$ cat src/dwsram_defines.vh
// Constants for the host-side controller of a 4K x 4 static memory
// with separate data in/out, active-low select and two write strobes.
// Assumes a 200 MHz core clock; the memory itself has no clock.
//
// Overview of operation
// Memory holds 4K words of 4 bits
// Select high: writes ignored, outputs low
// Write needs select and both strobes low
// Read: select low, one strobe high
// Host drives both strobes low to store
`ifndef DWSRAM_DEFINES_VH
`define DWSRAM_DEFINES_VH

// Geometry
`define DWS_ADDR_W        12
`define DWS_DATA_W        4

// Timing figures in ns and the core clock period in ns
`define DWS_CLK_PERIOD_NS 5
`define DWS_T_AA_NS       15
`define DWS_T_W_NS        15
`define DWS_T_WSA_NS      3
`define DWS_T_WHA_NS      2
`define DWS_T_WR_NS       17

// Cycle counts: least times round up, at least one cycle
`define DWS_CYC_UP(t)     (((t) + `DWS_CLK_PERIOD_NS - 1) / `DWS_CLK_PERIOD_NS)
`define DWS_AA_CYC        (`DWS_CYC_UP(`DWS_T_AA_NS) + 1)
`define DWS_W_CYC         `DWS_CYC_UP(`DWS_T_W_NS)
`define DWS_WSA_CYC       `DWS_CYC_UP(`DWS_T_WSA_NS)
`define DWS_WHA_CYC       `DWS_CYC_UP(`DWS_T_WHA_NS)
`define DWS_WR_CYC        `DWS_CYC_UP(`DWS_T_WR_NS)

`endif

$ cat src/dws_host.v
// Host-side controller for a 4K x 4 asynchronous static memory.
// Assumes the memory pins are wired straight to the ports below and
// that pin inputs are synchronous to CORE_CLK.
`timescale 1ns/100ps
`include "dwsram_defines.vh"
module dws_host
(
   // Clock and reset
   input  wire                   CORE_CLK,
   input  wire                   NRST,
   // User request
   input  wire                   REQ_VALID,
   input  wire                   REQ_WRITE,
   input  wire [`DWS_ADDR_W-1:0] REQ_ADDR,
   input  wire [`DWS_DATA_W-1:0] REQ_WDATA,
   output reg                    REQ_READY,
   // User answer
   output reg                    RSP_VALID,
   output reg  [`DWS_DATA_W-1:0] RSP_RDATA,
   // Memory pins
   output reg  [`DWS_ADDR_W-1:0] WORD_INDEX,
   output reg  [`DWS_DATA_W-1:0] WRITE_IN_BITS,
   output reg                    SELECT_N,
   output reg                    WRITE_STROBE_A_N,
   output reg                    WRITE_STROBE_B_N,
   input  wire [`DWS_DATA_W-1:0] READ_OUT_BITS
);

   ////////////////////////////////////////////////////////////////////
   // States
   localparam [2:0] ST_IDLE  = 3'h0;  // Deselected, ready
   localparam [2:0] ST_RWAIT = 3'h1;  // Read access time
   localparam [2:0] ST_WSET  = 3'h2;  // Address setup before strobes
   localparam [2:0] ST_WPULS = 3'h3;  // Both strobes low
   localparam [2:0] ST_WHOLD = 3'h4;  // Address/data hold
   localparam [2:0] ST_WREC  = 3'h5;  // Write recovery

   // A read holds the pins for the access time and samples once.
   // A write walks setup, strobe pulse, hold and recovery, so the
   // memory never sees an address move while a store is open.
   // Only one transfer is in flight; a user waits for the answer
   // pulse before the next request is taken.

   ////////////////////////////////////////////////////////////////////
   // Phase lengths in core clock cycles
   // The header counts are plain integers; each is cut to the timer
   // width on purpose, since all of them fit in three bits. A slower
   // memory grade would need a wider timer, not a silent wrap.
   localparam integer WSA_INT = `DWS_WSA_CYC;   // Address setup
   localparam integer W_INT   = `DWS_W_CYC;     // Strobe low time
   localparam integer WHA_INT = `DWS_WHA_CYC;   // Address and data hold
   localparam integer WR_INT  = `DWS_WR_CYC;    // Write recovery
   localparam integer AA_INT  = `DWS_AA_CYC;    // Read access plus margin

   localparam [2:0]   LD_WSA  = WSA_INT[2:0];   // Timer load, setup
   localparam [2:0]   LD_W    = W_INT[2:0];     // Timer load, pulse
   localparam [2:0]   LD_WHA  = WHA_INT[2:0];   // Timer load, hold
   localparam [2:0]   LD_WR   = WR_INT[2:0];    // Timer load, recovery
   localparam [2:0]   LD_AA   = AA_INT[2:0];    // Timer load, access

   reg  [2:0] state_q;   // Current state
   reg        ld;        // Load phase timer
   reg  [2:0] ld_cnt;    // Phase length
   wire       ph_done;   // Phase elapsed

   ////////////////////////////////////////////////////////////////////
   // Phase timer
   // One shared down counter; each transition into a timed state loads the next phase length, returns to idle load nothing
   dws_wait u_wait
   (
      .clk   (CORE_CLK),
      .nrst  (NRST),
      .load  (ld),
      .count (ld_cnt),
      .done  (ph_done)
   );

   // Timer load decisions, one per transition out of idle, setup, pulse and hold
   always @*
   begin
      ld     = 1'b0;
      ld_cnt = 3'h0;
      case (state_q)
         ST_IDLE:
         begin
            if (REQ_VALID & REQ_READY)
            begin
               ld     = 1'b1;
               // Writes open with address setup, reads with access time
               ld_cnt = REQ_WRITE ? LD_WSA : LD_AA;
            end
         end
         ST_WSET:
         begin
            if (ph_done)
            begin
               ld     = 1'b1;
               // Setup elapsed: time the strobe pulse next
               ld_cnt = LD_W;
            end
         end
         ST_WPULS:
         begin
            if (ph_done)
            begin
               ld     = 1'b1;
               // Pulse elapsed: time the address and data hold
               ld_cnt = LD_WHA;
            end
         end
         ST_WHOLD:
         begin
            if (ph_done)
            begin
               ld     = 1'b1;
               // Hold elapsed: time the write recovery
               ld_cnt = LD_WR;
            end
         end
         default:
         begin
            // Read wait and recovery run the timer down from their load
            ld     = 1'b0;
            ld_cnt = 3'h0;
         end
      endcase
   end

   ////////////////////////////////////////////////////////////////////
   // Sequencer; every pin comes from a flip-flop
   always @(posedge CORE_CLK or negedge NRST)
   begin
      if (!NRST)
      begin
         // Pins idle: deselected, strobes high, bus lines low
         state_q          <= ST_IDLE;
         REQ_READY        <= 1'b0;
         RSP_VALID        <= 1'b0;
         RSP_RDATA        <= 4'h0;
         WORD_INDEX       <= 12'h000;
         WRITE_IN_BITS    <= 4'h0;
         SELECT_N         <= 1'b1;   // Deselected: memory ignores strobes
         WRITE_STROBE_A_N <= 1'b1;
         WRITE_STROBE_B_N <= 1'b1;
      end
      else
      begin
         // Answer pulse lasts one cycle unless set below
         RSP_VALID <= 1'b0;
         case (state_q)
            ST_IDLE:
            begin
               // Ready one cycle after every return to idle
               REQ_READY <= 1'b1;
               if (REQ_VALID & REQ_READY)
               begin
                  // Address and data launch with select; strobes wait
                  REQ_READY     <= 1'b0;
                  WORD_INDEX    <= REQ_ADDR;
                  WRITE_IN_BITS <= REQ_WDATA;
                  SELECT_N      <= 1'b0;
                  // Strobes stay high here, so a read is seen
                  state_q       <= REQ_WRITE ? ST_WSET : ST_RWAIT;
               end
            end
            ST_RWAIT:
            begin
               if (ph_done)
               begin
                  // Sample only after access time; data is stable then
                  RSP_RDATA <= READ_OUT_BITS;
                  RSP_VALID <= 1'b1;
                  SELECT_N  <= 1'b1;
                  state_q   <= ST_IDLE;
               end
            end
            ST_WSET:
            begin
               if (ph_done)
               begin
                  // Both strobes fall together to store
                  WRITE_STROBE_A_N <= 1'b0;
                  WRITE_STROBE_B_N <= 1'b0;
                  state_q          <= ST_WPULS;
               end
            end
            ST_WPULS:
            begin
               if (ph_done)
               begin
                  // Rise together; address and data still held
                  WRITE_STROBE_A_N <= 1'b1;
                  WRITE_STROBE_B_N <= 1'b1;
                  state_q          <= ST_WHOLD;
               end
            end
            ST_WHOLD:
            begin
               if (ph_done)
               begin
                  // Select rises only after the hold time
                  SELECT_N <= 1'b1;
                  state_q  <= ST_WREC;
               end
            end
            ST_WREC:
            begin
               // Recovery keeps the outputs settled before any read
               // The user sees the write done only after recovery
               if (ph_done)
               begin
                  RSP_VALID <= 1'b1;
                  state_q   <= ST_IDLE;
               end
            end
            default:
               // Unused codes fall back to idle
               state_q <= ST_IDLE;
         endcase
      end
   end

endmodule

$ cat src/dws_wait.v
// Down counter used to time each phase of a memory access.
// Assumes the caller loads it and watches the done flag.
`timescale 1ns/100ps
module dws_wait
(
   // Clock and reset
   input  wire       clk,
   input  wire       nrst,
   // Control
   input  wire       load,
   input  wire [2:0] count,
   // Status
   output wire       done
);

   reg [2:0] cnt_q;   // Cycles left in the phase

   // Load wins over counting so a new phase starts cleanly
   always @(posedge clk or negedge nrst)
   begin
      if (!nrst)
         cnt_q <= 3'h0;
      else if (load)
         cnt_q <= count;
      else if (cnt_q != 3'h0)
         cnt_q <= cnt_q - 3'h1;
   end

   // Done is the count alone and never looks at load: the caller
   // decides load from done, so the two would form a zero-delay loop
   assign done = (cnt_q == 3'h0);

endmodule

$ cat config.mk
export PLATFORM = sky130hd
export DESIGN_NAME = dws_host
export DESIGN_NICKNAME = d
export VERILOG_FILES = /design/src/dws_host.v /design/src/dws_wait.v
export VERILOG_INCLUDE_DIRS = /design/src
export SDC_FILE = /design/constraint.sdc
export NUM_CORES = 1
export LEC_CHECK = 0
export BUFFER_PORTS_ARGS = -buffer_cell sky130_fd_sc_hd__buf_2
export CAP_MARGIN = 10
export CORE_ASPECT_RATIO = 1.2
export CORE_UTILIZATION = 49
export DETAILED_ROUTE_END_ITERATION = 12
export MAX_ROUTING_LAYER = met4
export PLACE_DENSITY = 0.78
export SLEW_MARGIN = 0
export SYNTH_ARGS = -nofsm -noshare
export SYNTH_HDL_FRONTEND = slang
export SYNTH_SLANG_ARGS = --single-unit
$ cat constraint.sdc
create_clock -name CORE_CLK -period 2.2 [get_ports CORE_CLK]
set_input_delay 0.55 -clock CORE_CLK [delete_from_list [all_inputs] [get_ports CORE_CLK]]
set_output_delay 0.55 -clock CORE_CLK [all_outputs]
set_load 0.03 [all_outputs]
After elaboration in Yosys (flattened, before gate mapping). Cells that the tools add are included.

$add $sub $neg: 1. Reductions and logical operators: 14. Bitwise operators: 1. Muxes and demuxes: 25. Eq/ne operators: 11.

Operators by type and width (count): 2-to-1 mux 3 bit (10); one-hot mux 3 bit (5 select lines) (1); one-hot mux 3 bit (4 select lines) (1); 2-to-1 mux 1 bit (8); != test 2 bit, second input constant (4); == test 3 x 2 -> 1 bit, second input constant (2); == test 3 bit, second input constant (2); zero test 3 bit (2); one-hot mux 1 bit (2 select lines) (3); AND reduction 3 bit (2); nonzero test 2 bit (3); AND reduction 5 bit (1); 2-to-1 mux 2 bit (2); != test 2 x 1 -> 1 bit, second input constant (2); AND reduction 2 bit (2); OR reduction 2 bit (2); == test 3 x 1 -> 1 bit, second input constant (1); nonzero test 3 bit (1); OR reduction 3 bit (1); subtractor 3 x 1 -> 3 bit, second input constant (1); AND 1 bit (1).

Input bits: 24. Flip-flop bits (word level): 30.

Longest topological paths before layout.
Depth in word-level cells: 4. Mapped depth: 6. Depth with buffers taken out: 5.

Cells and area by module. Synthesis repeated with hierarchy kept, for this count alone.

Cells, all modules: 108. Area, all modules: 1393.8 um^2.

Modules (own cells, without submodules): dws_host (area each 1193.6 um^2, times used 1, cells an instance 87); dws_wait (area each 200.2 um^2, times used 1, cells an instance 21).

Worst setup path before layout. No wires, ideal clock.

Kind: reg2reg. From: reg u_wait.cnt_q[0]. To: reg RSP_RDATA[0]. Cell stages (with the launch flop): 7. Setup time: 125 ps. Arrival: 1410 ps. Path buffers: 1. Setup slack: 665 ps. Cells stage by stage: dfrtp_1 -> inv_1 -> ha_1 -> nand2b_1 -> buf_2 -> nor4_4 -> mux2_2.

Word-level cells in the longest chain between the ends: 2.

Ends and longest elaborated chain: start: declaration (RTL line dws_wait.v:16) `reg [2:0] cnt_q;`; start signal: assignment (RTL line dws_wait.v:24) `cnt_q <= count;`; start signal: assignment (RTL line dws_wait.v:26) `cnt_q <= cnt_q - 3'h1;`; zero test 3 bit (RTL line dws_wait.v:31) `assign done = (cnt_q == 3'h0);`; AND reduction 2 bit (no source line); end signal: assignment (RTL line dws_host.v:139) `RSP_RDATA <= 4'h0;`; end signal: assignment (RTL line dws_host.v:171) `RSP_RDATA <= READ_OUT_BITS;`; end: declaration (RTL line dws_host.v:19) `` output reg [`DWS_DATA_W-1:0] RSP_RDATA, ``.

Every way passes these cells. A chain may end at the register's enable or synchronous reset.

Worst setup path after layout.
From: reg state_q[1]. To: reg WORD_INDEX[11].

Word-level cells in the longest chain between the ends: 2.

Ends and longest elaborated chain: start: declaration (RTL line dws_host.v:61) `reg [2:0] state_q;`; start signal: assignment (RTL line dws_host.v:163) `state_q <= REQ_WRITE ? ST_WSET : ST_RWAIT;`; zero test 3 bit (RTL line dws_host.v:150) `case (state_q)`; AND reduction 2 bit (no source line); end signal: assignment (RTL line dws_host.v:140) `WORD_INDEX <= 12'h000;`; end signal: assignment (RTL line dws_host.v:159) `WORD_INDEX <= REQ_ADDR;`; end: declaration (RTL line dws_host.v:21) `` output reg [`DWS_ADDR_W-1:0] WORD_INDEX, ``.

Every way passes these cells.

==> out/results.tsv <==
metric	value	unit
post-synthesis register bit count	30	
minimum clock period	1.75	ns
Clk pin slew, worst setup/hold paths	0.09	ns
CP max stage delay	0.56	ns
Primary FF master, synth	dfrtp_1	
Final Wtd Congestion	0.787	
Seq/Total Area, Yosys	51.9	%
max cap viols	0	
Mapped Area	1450	um^2
overflow left after global routing	0	
clock latency on the worst-skew pair	0.33	ns
post-cts resize count	0	
1st-pass router iterations	4	
Via density	5.22	
fin. max-slew vios	0	
DRC violation total after the first TritonRoute iteration	28	
via count	982	
Total Nets Final	179	
Starting Density	51.6	%
Slew HR	58.2	%
Antenna diodes	0	
TritonCTS clock tree	done	
Critical Path Start Type	register	
RSZ-0062 raised after global routing	false	
Routed WL per cell	14.0	um
Clock Power Share	11.3	%
top area cells in the synthesized netlist	dfrtp_1 (48%), mux2_4 (17%), mux2_2 (4.7%)	
worst IR drop on VDD	1.02	mV
Die Ht	61.6	um
P_int	0.00168	W
synthesized area per cell	14.0	um^2
Die Area	3180	um^2
first-pass GRT wire length	4.10	mm
number of synthesized flops with an enable pin	0	
M2 GR Usage	30.4	%
cts hold-fix bufs	0	
Syn Inst Count	104	
Sw Share	43.8	%
fmax	570	MHz
Sw Pwr	0.00131	W
cell family with most CP delay	flip-flops	
area delta synth->final	19.2	%
Yosys warning count	0	
H-tree depth	2	
outcome	finished clean	
Max Buffers Root-to-Sink	2	
post-synth top area share	48.3	%
Synth Net Count	130	
pwr/cell area	1720	nW/um^2
Critical path buffers and inverters	1	
CP Max Fanout	20	
layout cells sized above 1	55.2	%
vias in the first global route	911	
IO Port Bufs	48	
Layout Cells excl Fill	188	
initial antenna violation count	0	
multi-input logic area	609	um^2
Num CTS Buffers	5	
Final Worst Setup Slack	0.445	ns
CP required	2.42	ns
Setup WS pre-CTS	0.446	ns
combinational power share	52.3	%
met1 Use GR	21.9	%
core area	2810	um^2
Fillers	232	
die width	51.7	um
CP max-delay cell	dfrtp_1	
critical path arrival	1.98	ns
most common cell in the synthesized netlist	dfrtp_1	
Placed Instances	180	
# DRC	0	
min-delay worst type	input pin to asynchronous set/reset pin	
Crit. End Element	register	
largest net degree at the start of global routing	31	
GRT Max-Usage Layer	met2	
final hold violations	0	
crit-path cells	nor3_2 -> nor2b_4 -> buf_4 -> mux2_4	
count of cell types in the netlist	37	
setup violators final	0	
post-CTS setup buffer count	0	
cell row count	21	
drt total wl	2.63	mm
Worst-Margin Slew	0.627	ns
antenna viol nets, final	0	
Ports	49	
area taken by flip-flops and latches	753	um^2
period utilisation layout	79.8	%
sequential share of power	36.4	%
GRT Total Usage	19.2	%
DPL Wire Length	1.94	mm
clock sinks	30	
clk_skew	0.00700	ns
Pleak	0.849	nW
async set or reset register ratio after synthesis	100	%
Fin Setup TNS	0	ns
commonest cells in the netlist	dfrtp_1 (28), mux2_4 (16), nor2_1 (9)	
grt met3 use	5.19	%
crit path kind	register to register	
Yosys top cell by area	dfrtp_1	
CTS Root Buffer Type	clkbuf_4	
[power by group through the flow]
stage	combinational, W	clock [W]	sequential [W]
2_1_floorplan	0.000900	0	0.00144
4_1_cts	0.00157	0.000351	0.00109
6_report	0.00156	0.000337	0.00109
3_5_place_dp	0.00157	0	0.00109
5_1_grt	0.00167	0.000371	0.00113
3_3_place_gp	0.00153	0	0.00107
[flip-flops by register name, summed over array words and instances (netlist names), 3 cells and up]
name and flops:
WORD_INDEX 12, WRITE_IN_BITS 4, RSP_RDATA 4, state_q 3
u_wait.cnt_q 3
[metal layers]
layer | wire length (um) | part of all wire, % | vias up
li1 | - | - | 466
met1 | 1100 | 42 | 480
met2 | 1360 | 51 | 31
met3 | 120 | 4.6 | 5
met4 | 54 | 2.1 | 0
met5 | 0 | 0 | -
[path summary, 6_finish.rpt]
kind	from	to	slack, ns	cells after the start
worst max-delay path	state_q[1]$_DFFE_PN0P_	WORD_INDEX[11]$_DFFE_PN0P_	0.45	4
worst min-delay path	NRST	WORD_INDEX[10]$_DFFE_PN0P_	0.22	1
min in group CORE_CLK	REQ_ADDR[9]	WORD_INDEX[9]$_DFFE_PN0P_	0.44	2
worst min register to register	SELECT_N$_DFFE_PN1P_	SELECT_N$_DFFE_PN1P_	0.51	2
max in group asynchronous	NRST	state_q[0]$_DFFE_PN0P_	1.57	1
worst max register to register	state_q[1]$_DFFE_PN0P_	WORD_INDEX[11]$_DFFE_PN0P_	0.45	4
[logic make-up (layout without fill, tap and decap cells)]
| group | after synthesis | count (layout) | share of synthesized area [%] |
|---|---|---|---|
| compound gates | 16 | 16 | 8.54 |
| xor+xnor | 1 | 1 | 0.604 |
| fa+ha+maj | 2 | 2 | 1.72 |
| buf+inv | 11 | 61 | 6.12 |
| flops | 30 | 30 | 51.9 |
| mux | 22 | 22 | 21.2 |
| simple gates | 22 | 22 | 9.91 |
[layout make-up]
class / count / area share (%)
clock buffers: 7 / 3.18
flip-flops and latches: 30 / 43.5
inverters: 4 / 1.01
multi-input cells: 63 / 35.2
well taps: 34 / 2.46
repair buffers: 49 / 14.3
clock inverters: 1 / 0.289
[metrics by stage]
step	power (W)	hold WS (ns)	cell area, um^2	util [%]
after floorplan	0.00234	0.254	1450	-
final	0.00298	0.223	1730	61.5
after detailed placement	0.00267	0.491	1670	59.4
after global placement	0.00261	0.490	1670	59.4
after global routing	0.00318	0.266	1730	61.5
after CTS	0.00302	0.241	1730	61.5
[placed cells by master (no fill, tap or decap), types with 2 or more instances in the layout]
| cell | count |
|---|---|
| inv_1 | 3 |
| buf_2 | 48 |
| mux2_4 | 16 |
| dfrtp_1 | 28 |
| clkbuf_4 | 5 |
| mux2_2 | 6 |
| o2bb2ai_1 | 2 |
| nand2b_1 | 3 |
| nor2_1 | 9 |
| ha_1 | 2 |
| a21oi_1 | 4 |
| dfstp_2 | 2 |
(Power assumes the default switching activity.)
